$ cat config.mk
export PLATFORM = sky130hd
export DESIGN_NAME = pep_parity_unit
export DESIGN_NICKNAME = d
export VERILOG_FILES = /design/src/hdl/pep_parity_gen.v /design/src/hdl/pep_parity_unit.v
export VERILOG_INCLUDE_DIRS = /design/src /design/src/hdl
export SDC_FILE = /design/constraint.sdc
export NUM_CORES = 1
export LEC_CHECK = 0
export ABC_AREA = 0
export BUFFER_PORTS_ARGS = -buffer_cell sky130_fd_sc_hd__clkbuf_2
export CAP_MARGIN = 20
export CORE_MARGIN = 2
export CORE_UTILIZATION = 40
export DETAILED_ROUTE_END_ITERATION = 16
export MAX_ROUTING_LAYER = met4
export PLACE_DENSITY = 0.7
export SLEW_MARGIN = 20
export SYNTH_ARGS = -nofsm -noshare
export SYNTH_HDL_FRONTEND = slang
export SYNTH_SLANG_ARGS = --single-unit
$ cat constraint.sdc
create_clock -name clk -period 2.7 [get_ports clk]
set_clock_uncertainty 0.2 [all_clocks]
set_input_delay 0.135 -clock clk [delete_from_list [all_inputs] [get_ports clk]]
set_output_delay 0.135 -clock clk [all_outputs]
set_load 0.05 [all_outputs]
$ cat src/hdl/pep_defs.vh
// Purpose: constants for the per-port end-to-end parity error unit
// Assumes: 32-bit avalon-mm register slave, byte addresses
// Notes: included by the parity unit module, not by the parity generator
`ifndef PEP_DEFS_VH
`define PEP_DEFS_VH

`define PEP_ADDR_CTL 12'h740
`define PEP_ADDR_STS 12'h744
`define PEP_ADDR_RPT 12'h748
`define PEP_ADDR_CNT 12'h74C
`define PEP_ADDR_IRQ_STS 12'h760
`define PEP_ADDR_IRQ_MASK 12'h764

`define PEP_CTL_DIS_BIT 0
`define PEP_CTL_INJ_BIT 1
`define PEP_CTL_LEN_LO 8
`define PEP_CTL_LEN_HI 15
`define PEP_STS_FLAG_BIT 0
`define PEP_RPT_RESET 2'h2
`define PEP_CNT_MAX 8'hFF

`define PEP_MSG_NONE 2'h0
`define PEP_MSG_COR 2'h1
`define PEP_MSG_NONFATAL 2'h2
`define PEP_MSG_FATAL 2'h3

`define PEP_IRQ_ERR_BIT 0
`define PEP_IRQ_SAT_BIT 1
`define PEP_IRQ_W 2

`endif

$ cat src/hdl/pep_parity_gen.v
// Purpose: per-byte even parity for one data word, with optional inversion
// Assumes: word width is a multiple of eight
// Notes: parity output is registered along with the data
module pep_parity_gen
#(
    parameter DW = 32
)
(
    input wire clk,
    input wire rstN,
    input wire inValid,
    input wire [DW-1:0] inData,
    input wire corrupt,
    output reg outValid,
    output reg [DW-1:0] outData,
    output reg [DW/8-1:0] outPar
);
    wire [DW/8-1:0] par;

    // one parity bit per byte lane
    genvar g;
    generate
        for (g = 0; g < DW/8; g = g + 1)
        begin : lane
            assign par[g] = ^inData[g*8+7:g*8] ^ corrupt;
        end
    endgenerate

    // register data and parity together so they stay aligned
    always @(posedge clk or negedge rstN)
    begin
        if (!rstN)
        begin
            outValid <= 1'b0;
            outData <= {DW{1'b0}};
            outPar <= {(DW/8){1'b0}};
        end
        else
        begin
            outValid <= inValid;
            outData <= inData;
            outPar <= par;
        end
    end
endmodule

$ cat src/hdl/pep_parity_unit.v
// Purpose: per-port end-to-end parity generation, checking and error reporting
// Assumes: avalon-mm slave with waitrequest; tx/rx word streams from the port and core
// Notes: sticky fields reset only on fundamental reset (fundRstN)
//
// Chosen here: register access over Avalon-MM.
`include "pep_defs.vh"
module pep_parity_unit
#(
    parameter DW = 32
)
(
    input wire clk,
    input wire rst_n,
    input wire fundRstN,
    input wire [11:0] avs_address,
    input wire avs_read,
    input wire avs_write,
    input wire [31:0] avs_writedata,
    input wire [3:0] avs_byteenable,
    output wire avs_waitrequest,
    output reg [31:0] avs_readdata,
    output reg avs_response,
    input wire txValid,
    input wire txSop,
    input wire [DW-1:0] txData,
    output wire coreValid,
    output wire [DW-1:0] coreData,
    output wire [DW/8-1:0] corePar,
    input wire rxValid,
    input wire [DW-1:0] rxData,
    input wire [DW/8-1:0] rxPar,
    output reg errMsgValid,
    output reg [1:0] errMsgType,
    output wire irq
);
    // reset release through two flops; both resets asserted async
    reg [1:0] rstSync_q;
    reg [1:0] fundSync_q;
    wire rstN = rstSync_q[1];
    wire fundN = fundSync_q[1];

    // hot or link reset: clears non-sticky state only
    always @(posedge clk or negedge rst_n)
    begin
        if (!rst_n)
        begin
            rstSync_q <= 2'h0;
        end
        else
        begin
            rstSync_q <= {rstSync_q[0], 1'b1};
        end
    end


    always @(posedge clk or negedge fundRstN)
    begin
        // fundamental reset: the only one that reaches sticky fields
        if (!fundRstN)
        begin
            fundSync_q <= 2'h0;
        end
        else
        begin
            fundSync_q <= {fundSync_q[0], 1'b1};
        end
    end


    // sticky control fields and counter
    reg checkDis_q;
    reg injEn_q;
    reg [7:0] matchLen_q;
    reg [7:0] errCount_q;
    // non-sticky state
    reg errFlag_q;
    reg [1:0] rptSel_q;
    reg [`PEP_IRQ_W-1:0] irqSts_q;
    reg [`PEP_IRQ_W-1:0] irqMask_q;
    reg injTlp_q;
    reg ack_q;

    // bus decode helpers
    function isAddr;
        input [11:0] a;
        input [11:0] b;
        begin
            isAddr = (a[11:2] == b[11:2]);
        end
    endfunction

    wire req = avs_read | avs_write;
    // one wait cycle per access, then acknowledge
    assign avs_waitrequest = req & ~ack_q;
    wire wrDo = avs_write & ack_q;
    wire rdDo = avs_read & ack_q;
    wire be0 = avs_byteenable[0];
    wire be1 = avs_byteenable[1];

    always @(posedge clk or negedge rstN)
    begin
        // drops after one cycle so a held read clears the counter only on every second cycle
        if (!rstN)
        begin
            ack_q <= 1'b0;
        end
        else
        begin
            ack_q <= req & ~ack_q;
        end
    end


    // transmit path: tag whole TLP at its first word
    wire sopMatch = txSop & injEn_q & (txData[7:0] == matchLen_q);
    wire injNow = txSop ? sopMatch : injTlp_q;

    always @(posedge clk or negedge rstN)
    begin
        // decision held until the next first word; no per-word length decode
        if (!rstN)
        begin
            injTlp_q <= 1'b0;
        end
        else if (txValid & txSop)
        begin
            injTlp_q <= sopMatch;
        end
    end


    // parity is generated unconditionally; inject only flips it
    pep_parity_gen #(.DW(DW)) txGen
    (
        .clk(clk),
        .rstN(rstN),
        .inValid(txValid),
        .inData(txData),
        .corrupt(txValid & injNow),
        .outValid(coreValid),
        .outData(coreData),
        .outPar(corePar)
    );

    // receive check: even parity per byte lane
    wire [DW/8-1:0] rxBad;
    genvar g;
    generate
        for (g = 0; g < DW/8; g = g + 1)
        begin : chk
            assign rxBad[g] = ^rxData[g*8+7:g*8] ^ rxPar[g];
        end
    endgenerate

    wire parErr = rxValid & ~checkDis_q & (|rxBad);

    // status flag, set beats a same-cycle clear
    wire flagClr = wrDo & isAddr(avs_address, `PEP_ADDR_STS) & be0
        & avs_writedata[`PEP_STS_FLAG_BIT];
    wire flagRise = parErr & ~errFlag_q;

    always @(posedge clk or negedge rstN)
    begin
        if (!rstN)
        begin
            errFlag_q <= 1'b0;
        end
        else if (parErr)
        begin
            errFlag_q <= 1'b1;
        end
        else if (flagClr)
        begin
            errFlag_q <= 1'b0;
        end
    end


    // error message to the root, one pulse per zero-to-one of the status flag, none while reporting is none
    always @(posedge clk or negedge rstN)
    begin
        if (!rstN)
        begin
            errMsgValid <= 1'b0;
            errMsgType <= `PEP_MSG_NONE;
        end
        else
        begin
            errMsgValid <= flagRise & (rptSel_q != `PEP_MSG_NONE);
            errMsgType <= rptSel_q;
        end
    end

    // reporting select, non-sticky
    always @(posedge clk or negedge rstN)
    begin
        // a hot reset puts reporting back to non-fatal
        if (!rstN)
        begin
            rptSel_q <= `PEP_RPT_RESET;
        end
        else if (wrDo & isAddr(avs_address, `PEP_ADDR_RPT) & be0)
        begin
            rptSel_q <= avs_writedata[1:0];
        end
    end


    // sticky control fields, only fundamental reset clears them
    always @(posedge clk or negedge fundN)
    begin
        if (!fundN)
        begin
            checkDis_q <= 1'b0;
            injEn_q <= 1'b0;
            matchLen_q <= 8'h00;
        end
        else if (wrDo & isAddr(avs_address, `PEP_ADDR_CTL))
        begin
            if (be0)
            begin
                checkDis_q <= avs_writedata[`PEP_CTL_DIS_BIT];
                injEn_q <= avs_writedata[`PEP_CTL_INJ_BIT];
            end
            if (be1)
            begin
                matchLen_q <= avs_writedata[`PEP_CTL_LEN_HI:`PEP_CTL_LEN_LO];
            end
        end
    end

    // counter: an error in the read cycle counts after the clear
    wire cntRead = rdDo & isAddr(avs_address, `PEP_ADDR_CNT);
    wire cntSat = (errCount_q == `PEP_CNT_MAX);

    always @(posedge clk or negedge fundN)
    begin
        // an error landing on the read is kept, not lost to the clear
        if (!fundN)
        begin
            errCount_q <= 8'h00;
        end
        else if (cntRead)
        begin
            errCount_q <= parErr ? 8'h01 : 8'h00;
        end
        else if (parErr & ~cntSat)
        begin
            errCount_q <= errCount_q + 8'h01;
        end
    end


    // interrupt status: error seen, counter reached saturation
    wire [`PEP_IRQ_W-1:0] irqEv;
    assign irqEv[`PEP_IRQ_ERR_BIT] = parErr;
    assign irqEv[`PEP_IRQ_SAT_BIT] = parErr & ~cntRead & (errCount_q == 8'hFE);
    wire [`PEP_IRQ_W-1:0] irqClr = (wrDo & isAddr(avs_address, `PEP_ADDR_IRQ_STS) & be0)
        ? avs_writedata[`PEP_IRQ_W-1:0] : {`PEP_IRQ_W{1'b0}};

    always @(posedge clk or negedge rstN)
    begin
        if (!rstN)
        begin
            irqSts_q <= {`PEP_IRQ_W{1'b0}};
            irqMask_q <= {`PEP_IRQ_W{1'b0}};
        end
        else
        begin
            irqSts_q <= (irqSts_q & ~irqClr) | irqEv; // set wins
            if (wrDo & isAddr(avs_address, `PEP_ADDR_IRQ_MASK) & be0)
            begin
                irqMask_q <= avs_writedata[`PEP_IRQ_W-1:0];
            end
        end
    end

    assign irq = |(irqSts_q & irqMask_q);

    // read mux, unmapped reads zero with error response
    reg [31:0] rdMux;
    reg rdHit;

    always @*
    begin
        rdMux = 32'h0;
        rdHit = 1'b1;
        // reserved bits read as zero in every register
        if (isAddr(avs_address, `PEP_ADDR_CTL))
        begin
            rdMux = {16'h0, matchLen_q, 6'h0, injEn_q, checkDis_q};
        end
        else if (isAddr(avs_address, `PEP_ADDR_STS))
        begin
            rdMux = {31'h0, errFlag_q};
        end
        else if (isAddr(avs_address, `PEP_ADDR_RPT))
        begin
            rdMux = {30'h0, rptSel_q};
        end
        else if (isAddr(avs_address, `PEP_ADDR_CNT))
        begin
            rdMux = {24'h0, errCount_q};
        end
        else if (isAddr(avs_address, `PEP_ADDR_IRQ_STS))
        begin
            rdMux = {{(32-`PEP_IRQ_W){1'b0}}, irqSts_q};
        end
        else if (isAddr(avs_address, `PEP_ADDR_IRQ_MASK))
        begin
            rdMux = {{(32-`PEP_IRQ_W){1'b0}}, irqMask_q};
        end
        else
        begin
            rdHit = 1'b0;
        end
    end


    // read data valid only at the acknowledge edge; captured the cycle before
    always @(posedge clk or negedge rstN)
    begin
        if (!rstN)
        begin
            avs_readdata <= 32'h0;
            avs_response <= 1'b0;
        end
        else if (req & ~ack_q)
        begin
            avs_readdata <= avs_read ? rdMux : 32'h0;
            avs_response <= ~rdHit;
        end
    end
endmodule

==> metrics.csv, run 1 <==
stage,metric,value,unit
logic_synthesis,Most used DFF post-synth,dfrtp_1,
status,status,"complete, no violations",
sta,RSZ-0062 raised after global routing,false,
global_route,met1 Use GR,22.5,%
clocking,clk slew on worst S/H paths,90,ps
die,io pins,199,
drt,vias per cell,4.74,
sta,final hold vios,0,
drt,routed via count,3202,
clocking,H-tree levels,3,
global_route,gr ovfl total,0,
drt,routed wire length,10000,um
logic_synthesis,mapped cell area,4010,um^2
power_and_ir_drop,power per standard cell area,595,nW/um^2
critical_path,largest fanout on the critical path,7,
place,Placer Congestion,0.882,
die,Initial Util,41.0,%
cells_and_area,share of cells above drive strength 1,36.8,%
critical_path,WS Path Type,flop to flop,
critical_path,crit end category,flop,
critical_path,CP arrival,2100,ps
power_and_ir_drop,Peak supply drop,0.379,mV
global_route,first-pass GRT wire length,16300,um
drt,Wirelength per Cell,14.8,um
logic_synthesis,"Seq/Total Area, Yosys",54.9,%
cells_and_area,Area Overhead vs Synth,39.6,%
logic_synthesis,syn avg cell area,12.5,um^2
die,Die X,104,um
cells_and_area,ant diodes,0,
min_path,Min-Delay Path Class,input port to flop,
power_and_ir_drop,Clock Power Share,25.7,%
die,Die Y,104,um
power_and_ir_drop,combinational cell fraction of total power,27.5,%
power_and_ir_drop,Net Sw Frac,34.7,%
power_and_ir_drop,switching power total,0.00115,W
global_route,GRT Overall Usage,19.5,%
clocking,CTS root buffer,clkbuf_8,
flow_run,# Max-Cap Violations,0,
clocking,CTS Sinks,88,
power_and_ir_drop,overall power,0.00333,W
power_and_ir_drop,P_int,0.00217,W
logic_synthesis,Yosys reg bits,88,
cells_and_area,nets,664,
sta,setup TNS after final layout,0,ps
logic_synthesis,Synth Instances,322,
clocking,clk_lat worst skew,350,ps
sta,post-layout min period,2030,ps
sta,final setup fails,0,
drt,drc violations,0,
place,Final HPWL DP,7060,um
drt,Final ANT Viol Nets,0,
power_and_ir_drop,sequential group share of total power,46.7,%
logic_synthesis,async set-reset flop share out of synthesis,100,%
logic_synthesis,count of different cell masters after synthesis,45,
global_route,initial antenna violation count,0,
critical_path,Crit path required time,2770,ps
cells_and_area,most frequent cells in the layout,"156 x clkbuf_2, 86 x dfrtp_1, 53 x xnor2_1, 50 x dlygate4sd3_1",
sta,Final Slew Violations,0,
clocking,CTS tree,yes,
clocking,clock buffer depth,2,
cells_and_area,fill count,812,
sta,f_max,493,MHz
critical_path,Worst setup SP type,flop,
die,row cnt,36,
clocking,postcts setup bufs,0,
logic_synthesis,"EDFF count, synth",0,
cells_and_area,"commonest non-fill, non-tap cell in the layout",clkbuf_2,
sta,Slew Limit Headroom,47.2,%
clocking,Num CTS Buffers,9,
drt,1st-iter DRT viols,128,
global_route,largest net degree at the start of global routing,30,
global_route,vias in the first global route,3397,
place,Port Buf Inserts,156,
sta,Worst Max-Slew Pin Slew,792,ps
drt,drt pass-1 iters,4,
global_route,M2 GR Usage,32.7,%
power_and_ir_drop,leak pwr,2.72,nW
sta,fin crit share,75.1,%
die,Core Box Area,9770,um^2
global_route,met3 Use GR,4.95,%
global_route,gr busiest metal,met2,
die,Die ar.,10800,um^2
logic_synthesis,total of warnings raised by yosys,0,
## power groups by stage
stage	clock network, W	logic, W	registers, W
finish	0.000856	0.000916	0.00156
floorplan	0	0.000458	0.00174
detailed placement	0	0.000859	0.00158
CTS	0.000874	0.000920	0.00155
global route	0.000920	0.000995	0.00158
global placement	0	0.000842	0.00157
## synthesized netlist by cell type, types with 2 or more instances
| library cell | n | area share (%) |
|---|---|---|
| dfrtp_1 | 87 | 54 |
| xnor2_1 | 53 | 12 |
| nand2_1 | 18 | 1.7 |
| buf_4 | 16 | 3.0 |
| a22o_1 | 15 | 3.3 |
| mux2_2 | 15 | 4.2 |
| a21oi_1 | 10 | 1.2 |
| nand4_1 | 8 | 1.2 |
| o21ai_0 | 8 | 1.0 |
| xor2_1 | 8 | 1.7 |
| clkbuf_1 | 6 | 0.56 |
| nor2_1 | 6 | 0.56 |
| nor3_1 | 6 | 0.75 |
| inv_1 | 5 | 0.47 |
| nand3_1 | 5 | 0.62 |
| o21ai_1 | 5 | 0.62 |
| or3_1 | 5 | 0.78 |
| nand2b_1 | 4 | 0.62 |
| nor2b_1 | 4 | 0.62 |
| xnor3_1 | 4 | 2.2 |
| xnor2_2 | 3 | 1.2 |
| a221oi_1 | 2 | 0.44 |
| and3_1 | 2 | 0.31 |
| conb_1 | 2 | 0.19 |
| ha_1 | 2 | 0.62 |
| nand3b_1 | 2 | 0.37 |
| or4_1 | 2 | 0.37 |
| or4b_1 | 2 | 0.50 |
## final cells by class
cell class | instances | area [um^2] | share of cell area [%]
sequential | 88 | 2200 | 39.4
timing repair buffer | 212 | 1330 | 23.7
clock buffer | 10 | 138 | 2.46
inverter | 5 | 18.8 | 0.335
clock inverter | 6 | 50.0 | 0.894
multi-input combinational | 222 | 1690 | 30.3
tap | 133 | 166 | 2.97
## critical path, cell delays in order (launching register included)
cell,delay (ps)
dfrtp_1,450
and3_1,220
and3_1,220
nand3_1,220
nand4_1,150
or3_1,330
a21oi_1,160
## through the flow
step	utilization, %	setup WS, ps	instance area [um^2]	hold slack [ps]	std cells
after floorplan	-	468	4070	-361	338
after global placement	50.2	428	4910	-278	610
after detailed placement	50.2	331	4910	-278	610
after CTS	57.3	691	5600	26.9	676
after global routing	57.3	508	5600	71.5	676
final	57.3	673	5600	38.2	676
## cell families after synthesis
group | Yosys count | share of synthesized area [%]
DFF | 88 | 54.9
buffers and inverters | 28 | 4.31
muxes | 16 | 4.46
other | 2 | 0.187
adders and majority gates | 2 | 0.624
and+or+nand+nor | 71 | 10.1
AOI/OAI and AO/OA | 47 | 8.61
xor gates and xnor gates | 68 | 16.8
## path summary, 6_finish.rpt
path | from | to | slack (ps) | cells after the start
max in group asynchronous | rstSync_q[1] | txGen.outPar[3] | 1480 | 1
hold reg to reg | rstSync_q[1] | txGen.outPar[0] | 100 | 0
min in group asynchronous | rstSync_q[1] | txGen.outPar[0] | 100 | 0
setup reg to reg | errCount_q[2] | errCount_q[5] | 670 | 6
hold / removal | avs_address[3] | avs_response | 40 | 3
setup / recovery | errCount_q[2] | errCount_q[5] | 670 | 6
## registers in the layout (all words and copies together) (netlist names), 2 cells and up
name	flops
avs_readdata	16
errCount_q	8
errMsgType	2
fundSync_q	2
irqMask_q	2
irqSts_q	2
matchLen_q	8
rptSel_q	2
rstSync_q	2
txGen.outData	32
txGen.outPar	4
## repair_timing
action / CTS / global route
hold buffers: 50 / 0
resized for setup: 0 / 0
endpoints found under the hold margin: 56 / 0
## per-layer routing
metal / vias to the layer above / share of wire [%]
met1: 1506 / 41
met4: 0 / 2.2
met5: - / 0
li1: 1523 / -
met2: 159 / 50
met3: 14 / 6.9
Power figures use the tool's default switching activity.
==> run 2, diff against run 1 <==
--- a/config.mk
+++ b/config.mk
@@ -13,7 +13,7 @@
 export CORE_UTILIZATION = 40
 export DETAILED_ROUTE_END_ITERATION = 16
 export MAX_ROUTING_LAYER = met4
-export PLACE_DENSITY = 0.7
+export PLACE_DENSITY = 0.73
 export SLEW_MARGIN = 20
 export SYNTH_ARGS = -nofsm -noshare
 export SYNTH_HDL_FRONTEND = slang
==> constraint.sdc (replaced) <==
create_clock -name clk -period 1.75 [get_ports clk]
set_clock_uncertainty 0.2 [all_clocks]
set_input_delay 0.0875 -clock clk [delete_from_list [all_inputs] [get_ports clk]]
set_output_delay 0.0875 -clock clk [all_outputs]
set_load 0.05 [all_outputs]
==> run 2 against run 1 <==
Count of clock-buffer cells in the layout rose by 1. Highest routed layer unchanged. Register-to-register slack lost 680 ps. The run now ends with negative hold slack, negative setup slack left. Sequential power up 48%. Combinational power is 100% higher. Critical path type is now input port to flop.
==> metrics.csv, run 2 (same netlist as run 1, synthesis figures left out) <==
stage,metric,value,unit,change
status,status,finished with violations,,
status,failing checks,"negative hold slack, negative setup slack",,
min_path,Min-Delay Path Class,flop to asynchronous set/reset pin,,
global_route,largest net degree at the start of global routing,37,,+23%
sta,RSZ-0062 raised after global routing,true,,
cells_and_area,most frequent cells in the layout,"150 x clkbuf_2, 86 x dfrtp_1, 50 x dlygate4sd3_1, 47 x xnor2_1, 38 x buf_4",,
drt,drc violations,0,,unchanged
die,Initial Util,41.0,%,unchanged
clocking,CTS Sinks,88,,unchanged
drt,vias per cell,4.75,,+0.32%
sta,setup slack after layout,-41.7,ps,-714 ps
critical_path,Worst setup SP type,input port,,
cells_and_area,"commonest non-fill, non-tap cell in the layout",clkbuf_2,,
sta,post-layout min period,1790,ps,
clocking,CTS root buffer,clkbuf_8,,
sta,f_max,558,MHz,
critical_path,crit end category,flop,,
drt,Wirelength per Cell,15.5,um,+4.5%
die,Die Y,104,um,unchanged
clocking,clk slew on worst S/H paths,90,ps,about the same
die,Core Box Area,9770,um^2,unchanged
sta,Hold Slack,-4.96,ps,-43.2 ps
global_route,GRT Overall Usage,21.8,%,+2.3 points
sta,Final Slew Violations,0,,unchanged
clocking,clk_lat worst skew,370,ps,+20 ps
clocking,H-tree levels,3,,unchanged
global_route,initial antenna violation count,0,,unchanged
critical_path,CP arrival,1890,ps,-210 ps
critical_path,Crit path required time,1850,ps,-920 ps
cells_and_area,Final Non-Filler Cells,713,,+5.5%
place,Place WS,-531,ps,-862 ps
cells_and_area,share of cells above drive strength 1,45.3,%,+8.5 points
die,Die ar.,10800,um^2,unchanged
power_and_ir_drop,sequential group share of total power,42.4,%,-4.3 points
critical_path,Critical R2R Launch,errCount_q[4],,
cells_and_area,Largest Register,txGen.outData,,
cells_and_area,ant diodes,0,,unchanged
power_and_ir_drop,switching power total,0.00188,W,+63%
sta,setup TNS after final layout,-178,ps,-178 ps
place,Placer Congestion,0.955,,+8.4%
global_route,first-pass GRT wire length,17900,um,+9.9%
flow_run,# Max-Cap Violations,0,,unchanged
drt,routed wire length,11000,um,+10%
power_and_ir_drop,P_int,0.00358,W,+65%
place,Port Buf Inserts,156,,unchanged
place,placed insts,643,,+5.4%
critical_path,largest fanout on the critical path,5,,-2
die,Die X,104,um,unchanged
power_and_ir_drop,leak pwr,2.98,nW,+9.5%
global_route,gr ovfl total,0,,unchanged
power_and_ir_drop,combinational cell fraction of total power,33.9,%,+6.4 points
drt,routed via count,3388,,+5.8%
power_and_ir_drop,overall power,0.00546,W,+64%
sta,final hold vios,8,,+8
power_and_ir_drop,Net Sw Frac,34.4,%,-0.28 points
clocking,CTS tree,yes,,
place,Final HPWL DP,7640,um,+8.3%
cells_and_area,nets,701,,+5.6%
cells_and_area,Largest register FFs,32,,unchanged
die,row cnt,36,,unchanged
cells_and_area,biggest regs,"txGen.outData (32), avs_readdata (16)",,
power_and_ir_drop,power per standard cell area,895,nW/um^2,+51%
power_and_ir_drop,Clock Power Share,23.7,%,-2.0 points
critical_path,WS Path Type,input port to flop,,
clocking,clock buffer depth,2,,unchanged
cells_and_area,utilization after layout,62.3,%,+5.1 points
die,io pins,199,,unchanged
sta,final setup fails,6,,+6
global_route,vias in the first global route,3721,,+9.5%
drt,drt pass-1 iters,4,,unchanged
power_and_ir_drop,Peak supply drop,0.629,mV,+66%
drt,Final ANT Viol Nets,0,,unchanged
drt,1st-iter DRT viols,111,,-13%
cells_and_area,Area Overhead vs Synth,51.9,%,
sta,fin crit share,102,%,
clocking,Num CTS Buffers,9,,unchanged
critical_path,crit path launch,rxData[15],,
run 2: per-stage QoR:
step | cell area, um^2 | hold WS [ps]
after floorplan | 4110 | -408
after global placement | 5200 | -322
after detailed placement | 5200 | -322
after CTS | 5970 | 3.19
after global routing | 6090 | 19.6
final | 6090 | -4.96
run 2: final cells by class:
| cell class | instances | area (um^2) |
|---|---|---|
| flip-flops and latches | 88 | 2200 |
| clock buffers | 11 | 141 |
| clock inverters | 5 | 31.3 |
| repair buffers | 249 | 1670 |
| inverters | 5 | 18.8 |
| well taps | 133 | 166 |
| multi-input cells | 222 | 1860 |
| fillers | 767 | 3680 |
run 2: routing by layer:
| metal | global-route usage, % | up-vias | routed length (um) |
|---|---|---|---|
| li1 | - | 1602 | - |
| met1 | 24.8 | 1605 | 4470 |
| met2 | 37.3 | 160 | 5670 |
| met3 | 4.82 | 21 | 682 |
| met4 | 8.98 | 0 | 213 |
| met5 | - | - | 0 |
run 2: worst max-delay path: stages:
cell and delay (ps):
buf_6 100, xnor2_2 140, xnor3_1 440, xnor2_2 160, o41ai_4 450, buf_4 210
nand2b_4 130, mux2i_1 170
run 2: path summary, 6_finish.rpt:
check / end / slack, ps / depth (start not counted)
min reg2reg: injEn_q / -5 / 1
max reg2reg: errCount_q[3] / -10 / 6
min: injEn_q / -5 / 1
max in group asynchronous: rstSync_q[1] / 830 / 3
min in group clk: matchLen_q[0] / 10 / 4
max: errCount_q[1] / -40 / 8
run 2: power groups by stage:
stage	logic [W]	clock network, W	registers (W)
floorplan	0.000708	0	0.00269
global placement	0.00156	0	0.00233
detailed placement	0.00160	0	0.00235
CTS	0.00176	0.00132	0.00231
global route	0.00199	0.00141	0.00234
finish	0.00185	0.00129	0.00231
run 2: what timing repair did:
action	4_1_cts	5_1_grt
hold buffers	51	0
pin swaps	11	18
gates resized for setup	13	31
setup endpoints to repair	14	18
endpoints found under the hold margin	63	0
setup buffers	2	1
